File: src/mrs_consts.vh
// Constants for the measurement readout and scaling block
`ifndef MRS_CONSTS_VH
`define MRS_CONSTS_VH
// Identifier bases, added to the node number
`define MRS_ID_REQ_BASE 11'h600
`define MRS_ID_RSP_BASE 11'h580
// Command bytes
`define MRS_CMD_UPLOAD 8'h40
`define MRS_CMD_UPLOAD_RSP4 8'h43
`define MRS_CMD_DNLOAD4 8'h22
`define MRS_CMD_DNLOAD4_SIZED 8'h23
`define MRS_CMD_DNLOAD_ACK 8'h60
`define MRS_CMD_ABORT 8'h80
`define MRS_ABORT_NO_OBJECT 32'h06020000
// Object indices and sub-indices
`define MRS_IDX_LOWER 16'h6121
`define MRS_IDX_UPPER 16'h6123
`define MRS_IDX_PROCESS 16'h6130
`define MRS_IDX_FIELD 16'h7100
`define MRS_SUB_PRIMARY 8'h01
`define MRS_SUB_SECONDARY 8'h02
// Frame field positions (byte 0 in bits 7:0)
`define MRS_F_CMD 7:0
`define MRS_F_IDX 23:8
`define MRS_F_SUB 31:24
`define MRS_F_VAL 63:32
// Volatile scaling reset values (float32)
`define MRS_PRI_LOWER_RST 32'h00000000
`define MRS_PRI_UPPER_RST 32'h469C4000
`define MRS_SEC_LOWER_RST 32'hC25C0000
`define MRS_SEC_UPPER_RST 32'h42FA0000
// 1/20000 as float32, the fixed span divisor
`define MRS_INV_SPAN 32'h3851B717
`endif

File: src/mrs_readout.v
// Measurement readout over expedited SDO with per-channel float scaling
//
// Notes on behaviour
// - The scaling span is always 0..20000 counts; no setting alters that span.
// - Field values are sent raw: no scaling, clamping or decimal shift.
// - Each field value is a signed 16-bit integer.
// - Negative readings leave in two's complement, e.g. 0xFFF3 is -13.
// - Field answer on 0x580+node, command 43, value LSB first unless MSB_FIRST, two zeros.
// - Secondary temperature channel exists on pressure variants only.
// - Float answer: command 43, echoed index and sub, four value bytes.
// - Float process values are IEEE-754 single precision.
// - Secondary default maps 0..20000 onto -55..+125 degrees Celsius.
// - Each channel's process value is rescaled by its own limits.
// - Lower limit at 0x6121, upper at 0x6123, both float32.
// - Sub-index 01 selects primary, 02 selects secondary channel.
// - Accepted limit write acknowledged with command 60 and zero data.
// - Limits live in volatile flip-flops, lost at reset or power loss.
// - Byte order of measurement values selectable, LSB or MSB first.
`timescale 1ns/10ps
`include "mrs_consts.vh"

module mrs_readout
(
    CLK,
    RESET,
    NODE_ID,
    PRESSURE_VARIANT,
    MSB_FIRST,
    PRI_RAW,
    SEC_RAW,
    REQ_VALID,
    REQ_ID,
    REQ_DATA,
    BUSY,
    RSP_VALID,
    RSP_ID,
    RSP_DATA
);
    input wire CLK;
    input wire RESET;
    input wire [6:0] NODE_ID;
    input wire PRESSURE_VARIANT;
    input wire MSB_FIRST;
    input wire [15:0] PRI_RAW;
    input wire [15:0] SEC_RAW;
    input wire REQ_VALID;
    input wire [10:0] REQ_ID;
    input wire [63:0] REQ_DATA;
    output reg BUSY;
    output reg RSP_VALID;
    output reg [10:0] RSP_ID;
    output reg [63:0] RSP_DATA;

    localparam ST_IDLE = 3'h0;
    localparam ST_CONV = 3'h1;
    localparam ST_MUL = 3'h2;
    localparam ST_DIV = 3'h3;
    localparam ST_ADD = 3'h4;

    // Signed 16-bit count to float32, exact for every input
    function [31:0] int_to_float;
        input [15:0] v;
        reg [15:0] m;
        reg [4:0] p;
        reg [38:0] t;
        integer i;
        begin
            m = v[15] ? (~v + 16'h0001) : v;
            p = 5'h00;
            for (i = 0; i < 16; i = i + 1)
                if (m[i])
                    p = i[4:0];
            t = {23'h000000, m} << (6'h17 - {1'b0, p});
            if (m == 16'h0000)
                int_to_float = 32'h00000000;
            else
                int_to_float = {v[15], 8'h7F + {3'h0, p}, t[22:0]};
        end
    endfunction

    // Float32 multiply; truncates, flushes tiny results to zero
    function [31:0] fmul;
        input [31:0] a;
        input [31:0] b;
        reg s;
        reg [47:0] prod;
        reg [9:0] e;
        reg [22:0] mant;
        begin
            s = a[31] ^ b[31];
            prod = {1'b1, a[22:0]} * {1'b1, b[22:0]};
            e = {2'h0, a[30:23]} + {2'h0, b[30:23]} - 10'h07F;
            if (prod[47])
            begin
                mant = prod[46:24];
                e = e + 10'h001;
            end
            else
                mant = prod[45:23];
            if (a[30:23] == 8'h00 || b[30:23] == 8'h00 || e[9] ||
                e == 10'h000)
                fmul = 32'h00000000;
            else if (e >= 10'h0FF)
                fmul = {s, 8'hFF, 23'h000000};
            else
                fmul = {s, e[7:0], mant};
        end
    endfunction

    // Float32 add; truncates, no denormals
    function [31:0] fadd;
        input [31:0] a_in;
        input [31:0] b_in;
        reg [31:0] a;
        reg [31:0] b;
        reg [7:0] d;
        reg [26:0] x;
        reg [26:0] y;
        reg [26:0] sum;
        reg [26:0] n;
        reg [4:0] p;
        reg [9:0] e;
        integer i;
        begin
            if (a_in[30:0] < b_in[30:0])
            begin
                a = b_in;
                b = a_in;
            end
            else
            begin
                a = a_in;
                b = b_in;
            end
            d = a[30:23] - b[30:23];
            x = {2'h1, a[22:0], 2'h0};
            y = (d > 8'h1A) ? 27'h0000000 : ({2'h1, b[22:0], 2'h0} >> d);
            sum = (a[31] == b[31]) ? (x + y) : (x - y);
            p = 5'h00;
            for (i = 0; i < 27; i = i + 1)
                if (sum[i])
                    p = i[4:0];
            n = sum << (5'h1A - p);
            e = {2'h0, a[30:23]} + {5'h00, p} - 10'h019;
            if (b[30:23] == 8'h00)
                fadd = a;
            else if (sum == 27'h0000000 || e[9] || e == 10'h000)
                fadd = 32'h00000000;
            else if (e >= 10'h0FF)
                fadd = {a[31], 8'hFF, 23'h000000};
            else
                fadd = {a[31], e[7:0], n[25:3]};
        end
    endfunction

    // Value bytes of a response in the selected order
    function [31:0] order32;
        input [31:0] v;
        input msb;
        begin
            order32 = msb ? {v[7:0], v[15:8], v[23:16], v[31:24]} : v;
        end
    endfunction

    reg [2:0] state_r;
    reg [31:0] lower_r [0:1];
    reg [31:0] upper_r [0:1];
    reg [31:0] acc_r;
    reg [31:0] span_r;
    reg [15:0] raw_r;
    reg chan_r;
    reg [31:0] hdr_r;

    wire [10:0] own_req_id = `MRS_ID_REQ_BASE + {4'h0, NODE_ID};
    wire [10:0] own_rsp_id = `MRS_ID_RSP_BASE + {4'h0, NODE_ID};
    wire [7:0] req_cmd = REQ_DATA[`MRS_F_CMD];
    wire [15:0] req_idx = REQ_DATA[`MRS_F_IDX];
    wire [7:0] req_sub = REQ_DATA[`MRS_F_SUB];
    wire sub_is_sec = (req_sub == `MRS_SUB_SECONDARY);
    wire chan_ok = (req_sub == `MRS_SUB_PRIMARY) ||
                   (sub_is_sec && PRESSURE_VARIANT);
    wire is_upload = (req_cmd == `MRS_CMD_UPLOAD);
    wire is_dnload = (req_cmd == `MRS_CMD_DNLOAD4) ||
                     (req_cmd == `MRS_CMD_DNLOAD4_SIZED);
    wire is_limit = (req_idx == `MRS_IDX_LOWER) ||
                    (req_idx == `MRS_IDX_UPPER);
    wire is_lower = (req_idx == `MRS_IDX_LOWER);
    wire [15:0] field_raw = sub_is_sec ? SEC_RAW : PRI_RAW;
    wire [31:0] limit_val = is_lower ? lower_r[sub_is_sec] :
                                       upper_r[sub_is_sec];
    wire take = (state_r == ST_IDLE) && REQ_VALID && (REQ_ID == own_req_id);

    always @(posedge CLK or posedge RESET)
    begin
        if (RESET)
        begin
            state_r <= ST_IDLE;
            // Defaults only; nothing is kept across reset
            lower_r[0] <= `MRS_PRI_LOWER_RST;
            upper_r[0] <= `MRS_PRI_UPPER_RST;
            lower_r[1] <= `MRS_SEC_LOWER_RST;
            upper_r[1] <= `MRS_SEC_UPPER_RST;
            acc_r <= 32'h00000000;
            span_r <= 32'h00000000;
            raw_r <= 16'h0000;
            chan_r <= 1'b0;
            hdr_r <= 32'h00000000;
            BUSY <= 1'b0;
            RSP_VALID <= 1'b0;
            RSP_ID <= 11'h000;
            RSP_DATA <= 64'h0000000000000000;
        end
        else
        begin
            RSP_VALID <= 1'b0;
            case (state_r)
                ST_IDLE:
                begin
                    if (take)
                    begin
                        RSP_ID <= own_rsp_id;
                        hdr_r <= {req_sub, req_idx, `MRS_CMD_UPLOAD_RSP4};
                        chan_r <= sub_is_sec;
                        raw_r <= field_raw;
                        if (is_upload && req_idx == `MRS_IDX_FIELD && chan_ok)
                        begin
                            // Raw count, no scaling or clamp
                            RSP_VALID <= 1'b1;
                            RSP_DATA <= {order32({16'h0000, field_raw},
                                                 MSB_FIRST) >>
                                         (MSB_FIRST ? 16 : 0),
                                         req_sub, req_idx,
                                         `MRS_CMD_UPLOAD_RSP4};
                        end
                        else if (is_upload && req_idx == `MRS_IDX_PROCESS &&
                                 chan_ok)
                        begin
                            BUSY <= 1'b1;
                            state_r <= ST_CONV;
                        end
                        else if (is_upload && is_limit && chan_ok)
                        begin
                            RSP_VALID <= 1'b1;
                            RSP_DATA <= {order32(limit_val, MSB_FIRST),
                                         req_sub, req_idx,
                                         `MRS_CMD_UPLOAD_RSP4};
                        end
                        else if (is_dnload && is_limit && chan_ok)
                        begin
                            // Limit arrives LSB first
                            if (is_lower)
                                lower_r[sub_is_sec] <= REQ_DATA[`MRS_F_VAL];
                            else
                                upper_r[sub_is_sec] <= REQ_DATA[`MRS_F_VAL];
                            RSP_VALID <= 1'b1;
                            RSP_DATA <= {32'h00000000, req_sub, req_idx,
                                         `MRS_CMD_DNLOAD_ACK};
                        end
                        else
                        begin
                            RSP_VALID <= 1'b1;
                            RSP_DATA <= {`MRS_ABORT_NO_OBJECT, req_sub,
                                         req_idx, `MRS_CMD_ABORT};
                        end
                    end
                end
                ST_CONV:
                begin
                    // Span first, so one adder and two multiplies follow
                    acc_r <= int_to_float(raw_r);
                    span_r <= fadd(upper_r[chan_r],
                                   {~lower_r[chan_r][31],
                                    lower_r[chan_r][30:0]});
                    state_r <= ST_MUL;
                end
                ST_MUL:
                begin
                    acc_r <= fmul(acc_r, span_r);
                    state_r <= ST_DIV;
                end
                ST_DIV:
                begin
                    // Multiply by 1/20000; avoids a float divider
                    acc_r <= fmul(acc_r, `MRS_INV_SPAN);
                    state_r <= ST_ADD;
                end
                ST_ADD:
                begin
                    RSP_VALID <= 1'b1;
                    RSP_DATA <= {order32(fadd(lower_r[chan_r], acc_r),
                                         MSB_FIRST),
                                 hdr_r};
                    BUSY <= 1'b0;
                    state_r <= ST_IDLE;
                end
                default:
                begin
                    BUSY <= 1'b0;
                    state_r <= ST_IDLE;
                end
            endcase
        end
    end

endmodule

File: config.mk
export PLATFORM = sky130hd
export DESIGN_NAME = mrs_readout
export DESIGN_NICKNAME = d
export VERILOG_FILES = /design/src/mrs_readout.v
export VERILOG_INCLUDE_DIRS = /design/src
export SDC_FILE = /design/constraint.sdc
export NUM_CORES = 2
export LEC_CHECK = 0
export ABC_CLOCK_PERIOD_IN_PS = 19400
export BUFFER_PORTS_ARGS = -buffer_cell sky130_fd_sc_hd__buf_2
export CAP_MARGIN = 30
export CORE_MARGIN = 2
export CORE_UTILIZATION = 55
export CTS_CLUSTER_DIAMETER = 30
export DETAILED_ROUTE_END_ITERATION = 12
export PLACE_DENSITY = 0.79
export SLEW_MARGIN = 0
export SYNTH_ARGS = -nofsm -noshare
export SYNTH_HDL_FRONTEND = slang
export SYNTH_SLANG_ARGS = --single-unit
File: constraint.sdc
create_clock -name CLK -period 19.4 [get_ports CLK]
set_clock_uncertainty 0.1 [all_clocks]
set_input_delay 3.88 -clock CLK [delete_from_list [all_inputs] [get_ports CLK]]
set_output_delay 3.88 -clock CLK [all_outputs]
set_load 0.05 [all_outputs]
# Word level (Yosys, flattened, before mapping)
# Cells that the tools add are included.
[totals]
wordCells = 275
regBits = 316
input_bits = 119
out_inout_bits = 77
[op_classes]
muxes = 141
bitwise = 10
n_lt_le_gt_ge = 11
eq_ne = 21
reduce_logical = 46
addsub = 23
mul = 2
n_shift = 6
[ops]
columns = ["op", "count"]
rows = [
  ["32-bit 2-to-1 mux", 32],
  ["5-bit 2-to-1 mux", 68],
  ["64-bit 2-to-1 mux", 4],
  ["64-bit bitwise mux", 2],
  ["64-bit case mux with 2 select lines", 1],
  ["31-bit 2-to-1 mux", 4],
  ["27-bit 2-to-1 mux", 4],
  ["32-bit case mux with 3 select lines", 1],
  ["16-bit by 15-bit equality test with 1-bit output (second input constant)", 4],
  ["31-bit less-than comparator", 2],
  ["59-bit 2-to-1 mux", 1],
  ["26-bit by 27-bit adder with 27-bit output", 2],
  ["27-bit zero test", 2],
  ["27-bit by 5-bit << shifter with 26-bit output", 2],
  ["26-bit by 8-bit >> shifter with 27-bit output", 2],
  ["26-bit by 27-bit subtractor with 27-bit output", 2],
  ["24-bit by 24-bit multiplier with 48-bit output", 1],
  ["24-bit by 24-bit multiplier with 48-bit output (second input constant)", 1],
  ["23-bit 2-to-1 mux", 2],
  ["10-bit by 8-bit >= comparator with 1-bit output (second input constant)", 4],
  ["10-bit zero test", 4],
  ["10-bit 2-to-1 mux", 4],
  ["32-bit demux with 1-bit select", 1],
  ["8-bit zero test", 4],
  ["other kinds (50)", 106],
]

# Logic depth before layout (Yosys ltp)
[depth]
word_depth = 47
depth_mapped = 78
ltp_nobuf = 63

# Worst setup path before layout
# No wires, ideal clock.
[synth_timing]
path_type = "register -> register"
start = "register chan_r"
end = "register span_r[6]"
t_required_ps = 19173
stages_incl_launch_ff = 78
arrival_ps = 14507
period_less_slack_ps = 14734
path_slack_ps = 4666
path_buffers = 15
setup_time_ps = 127
cell_sequence = "dfrtp_1 buf_6 buf_6 buf_2 buf_2 buf_2 clkbuf_1 mux2_2 ha_1 a21o_1 a21o_1 a221oi_1 o21ai_1 nor2_4 buf_8 buf_6 clkbuf_1 buf_1 [42 not listed] ha_1 inv_1 ha_1 fa_1 a21oi_1 nor2_1 nor2_1 o21bai_1 a21oi_1 xnor2_1 nor4_1 a21oi_1 o21ai_1 nor2_1 and2_0 buf_1 a221oi_1 nor2_1"
[synth_between]
elab_chain_len = 45
word_cells_on_any_way = 61
classes_between = "add/sub: 6; order compare: 3; eq/ne: 1; shift: 2; mux: 42; bitwise: 2; reduce/logical: 5"
[synth_lines]
columns = ["item", "line_no", "source"]
rows = [
  ["start, declared", "mrs_readout.v:171", "reg chan_r;"],
  ["start signal, assigned", "mrs_readout.v:223", "chan_r <= sub_is_sec;"],
  ["1-bit NOT with 2-bit output (implied by the code) (*)", "mrs_readout.v:271, mrs_readout.v:272, mrs_readout.v:273", ""],
  ["32-bit 2-to-1 mux (on tied branches) (3 in a row)", "mrs_readout.v:271, mrs_readout.v:272", ""],
  ["31-bit less-than comparator", "mrs_readout.v:125", "if (a_in[30:0] < b_in[30:0])"],
  ["32-bit 2-to-1 mux", "mrs_readout.v:125", ""],
  ["32-bit 2-to-1 mux", "mrs_readout.v:216", "case (state_r)"],
  ["8-bit subtractor", "mrs_readout.v:135", "d = a[30:23] - b[30:23];"],
  ["26-bit by 8-bit >> shifter with 27-bit output or 8-bit by 5-bit > comparator with 1-bit output (tied branches)", "mrs_readout.v:137", "y = (d > 8'h1A) ? 27'h0000000 : ({2'h1, b[22:0], 2'h0} >> d);"],
  ["27-bit 2-to-1 mux", "mrs_readout.v:137", ""],
  ["[3 not listed]", "-", ""],
  ["5-bit 2-to-1 mux (25 in a row)", "mrs_readout.v:141", "if (sum[i])"],
  ["5-bit 2-to-1 mux", "mrs_readout.v:216", ""],
  ["8-bit by 5-bit adder with 9-bit output", "mrs_readout.v:144", "e = {2'h0, a[30:23]} + {5'h00, p} - 10'h019;"],
  ["9-bit by 5-bit subtractor with 10-bit output", "mrs_readout.v:144", ""],
  ["10-bit by 8-bit >= comparator with 1-bit output (tied with other cells)", "mrs_readout.v:149", "else if (e >= 10'h0FF)"],
  ["31-bit 2-to-1 mux or 1-bit logical OR (tied branches)", "mrs_readout.v:149, mrs_readout.v:147", ""],
  ["32-bit 2-to-1 mux", "mrs_readout.v:147", "else if (sum == 27'h0000000 || e[9] || e == 10'h000)"],
  ["32-bit 2-to-1 mux (*)", "mrs_readout.v:145", "if (b[30:23] == 8'h00)"],
  ["end signal, assigned", "mrs_readout.v:271", "span_r <= fadd(upper_r[chan_r],"],
  ["end, declared", "mrs_readout.v:169", "reg [31:0] span_r;"],
]
# Every way passes the cells marked *; elsewhere a longest branch is shown, timed or not. The select of a mux whose other input is x is not followed.
# A chain may end at the register's enable or synchronous reset.

# Worst setup path in the final report
[layout_timing]
start = "register chan_r"
end = "register span_r[13]"
# Same word-level chain as after synthesis.

==> results_dict.tcl <==
set metrics [dict create \
    status "finished, final reports clean" \
    critical_path_required_ns 19.86 \
    path_delay_family "compound AO/OA/AOI/OAI gates" \
    clock_latency_ns 0.67 \
    yosysWarnings 0 \
    grt_pass1_wl_um 341600 \
    synth_top_cell_area_share_pct 22.94 \
    viasPerCell 6.433 \
    worst_hold_slack_ns 0.3952 \
    vias 57880 \
    drt_iter0_drc 7283 \
    drcViolationCount 0 \
    drtAntennaViolNets 0 \
    worstSetupPathType "flop to flop" \
    die_h_um 342.7 \
    wire_per_inst_um 24.95 \
    crit_path_max_fanout 64 \
    endpoint_kind "flop" \
    slew_headroom_pct 25.59 \
    synth_top_area_cell "fa_1" \
    period_minus_slack_ns 16.40 \
    ioPinCount 196 \
    synthArstFlopShare_pct 100.0 \
    first_pass_iters 10 \
    syn-instance-count 7383 \
    dp_cells 8871 \
    clkTransAtPathRegs_ns 0.05 \
    hold_path_class "flop to flop" \
    rows 124 \
    leakagePower_nw 33.17 \
    worstPathArrival_ns 16.85 \
    final_cells 8998 \
    place_congestion 1.016 \
    syn_area_per_cell_um2 8.545 \
    drv_slew 0 \
    synth_area_leaders "fa_1 23%, ha_1 12%, dfrtp_1 11%" \
    reg2reg_from "chan_r" \
    slowest_stage "mux2i_1" \
    synth_area_um2 63090 \
    die_w_um 342.7 \
    ys_ff_latch 306 \
    cp_num_buf_inv 6 \
    holdBufCountCts 0 \
    rsz0062_at_grt "no" \
    cts_buffer_depth 3 \
    syn_to_final_growth_pct 7.886 \
    htreeDepth 2 \
    clock.fmax_mhz 60.99 \
    die_area_um2 117400 \
    cts_sinks 306 \
    grt_overflow 0 \
    grt_antenna_before_repair 18 \
    cts_made_buffers 59 \
    core-area_um2 114000 \
    cts_tree "yes" \
    cts_resized 0 \
    routed_wl_um 224500 \
    finalSetupViolCount 0 \
    maxCapViolCount 0 \
    timing.final.crit_share_pct 84.52 \
    final_cell_mix "1100 x inv_1, 739 x nand2_1, 723 x fa_1" \
    synthFlopType "dfrtp_1" \
    hold_path_startpoint "span_r[11]" \
    final_common_cell "inv_1" \
    first_global_vias 57330 \
    drive_above_1_share_pct 12.03 \
    cts_root_buf "clkbuf_16" \
    fillers 9752 \
    netlist-cell-type-count 123 \
    totalNegativeSetupSlack_ns 0 \
    peakVddDrop_mv 0.1647 \
    cpPeakStageDelay_ns 0.65 \
    final-hold-violation-count 0 \
    dpl.hpwl_um 174500 \
    track_usage_pct 37.81 \
    start_kind "flop" \
    cpMostUsedCell "a21oi_1" \
    nNetsFinal 8886 \
    p_per_area_nw_per_um2 49.58 \
    synth_edf_count 0 \
    worst_pin_slew_ns 1.109 \
    portBuffers 191 \
    crit_start "chan_r" \
    grt_max_degree 90 \
    seq_area_frac_synth_pct 12.18 \
    start_util_pct 55.32 \
    cts_setup_buffers 0 \
]
## final cells by class
| class | count | area (um^2) | share of cell area, % |
|---|---|---|---|
| antenna | 11 | 27.53 | 0.04044 |
| clock buffer | 70 | 1578 | 2.318 |
| timing repair buffer | 361 | 2357 | 3.463 |
| inverter | 1111 | 4183 | 6.146 |
| multi-input combinational | 5586 | 49790 | 73.16 |
| tap | 1512 | 1892 | 2.780 |
| clock inverter | 41 | 540.5 | 0.7942 |
| sequential | 306 | 7690 | 11.30 |
## logic make-up after synthesis
group                      count (synthesis)  share of synthesized area [%]
and+or+nand+nor                         2091                          15.48
buffers and inverters                   1494                          9.129
AOI/OAI and AO/OA                       1429                          14.90
adders and majority gates               1342                          35.22
muxes                                    550                          10.69
DFF                                      306                          12.18
xor gates and xnor gates                 170                          2.396
other                                      1                       0.005944
## sequential cells by signal, summed over array words and instances, names as in the netlist, 3 cells and up
signal    count
state_r       3
hdr_r        25
RSP_DATA     60
raw_r        16
acc_r        32
RSP_ID        7
span_r       32
lower_r      64
upper_r      64
## final timing paths
path                                end  slack, ns  cells past startpoint
setup / recovery             span_r[13]       3.00                     64
max in group asynchronous    lower_r[1]      14.59                      3
min in group asynchronous  RSP_DATA[10]       3.18                      2
hold reg to reg              span_r[11]       0.40                      2
hold / removal               span_r[11]       0.40                      2
setup reg to reg             span_r[13]       3.00                     64
## per-layer routing
| layer | wire, um | global-route usage [%] | part of all wire (%) |
|---|---|---|---|
| met1 | 86390 | 50.39 | 38 |
| met4 | 14200 | 19.98 | 6.3 |
| met3 | 26570 | 9.525 | 12 |
| met2 | 97270 | 56.74 | 43 |
| met5 | 56 | 0 | 0.025 |
## stage by stage
stage | instance area, um^2 | util (%) | total power (W) | setup slack, ns
after floorplan | 63100 | - | 0.001786 | 4.666
after global placement | 65710 | 57.62 | 0.002213 | 3.361
after detailed placement | 65840 | 57.74 | 0.002215 | 3.549
after CTS | 67960 | 59.59 | 0.003309 | 3.465
after global routing | 68060 | 59.68 | 0.003547 | 1.646
final | 68060 | 59.68 | 0.003374 | 3.003
## where the power goes
group | switching, W | internal, W | total, W
Clock | 0.000407 | 0.000685 | 0.00109
Sequential | 0.00000400 | 0.000644 | 0.000648
Combinational | 0.00109 | 0.000544 | 0.00164
Total | 0.00150 | 0.00187 | 0.00337
## worst min-delay path, delay by kind of cell, from the launching register on
family	cells	cell delay, ns
AO/OA/AOI/OAI	2	0.12
flip-flops	1	0.34
## synth_stat cells (57+ instances only)
cell type	n
a31oi_1	78
mux2i_1	249
clkbuf_1	304
o21ai_0	266
ha_1	619
mux2_2	221
nand2_1	739
dfrtp_1	283
nor2_1	565
fa_1	723
a211oi_1	57
and2_1	185
inv_1	1101
a21oi_1	406
mux4_2	76
o211ai_1	75
xnor2_1	115
a21o_1	62
nor3_1	129
nand3_1	104
Note: power is estimated with default switching activity, not from simulation.
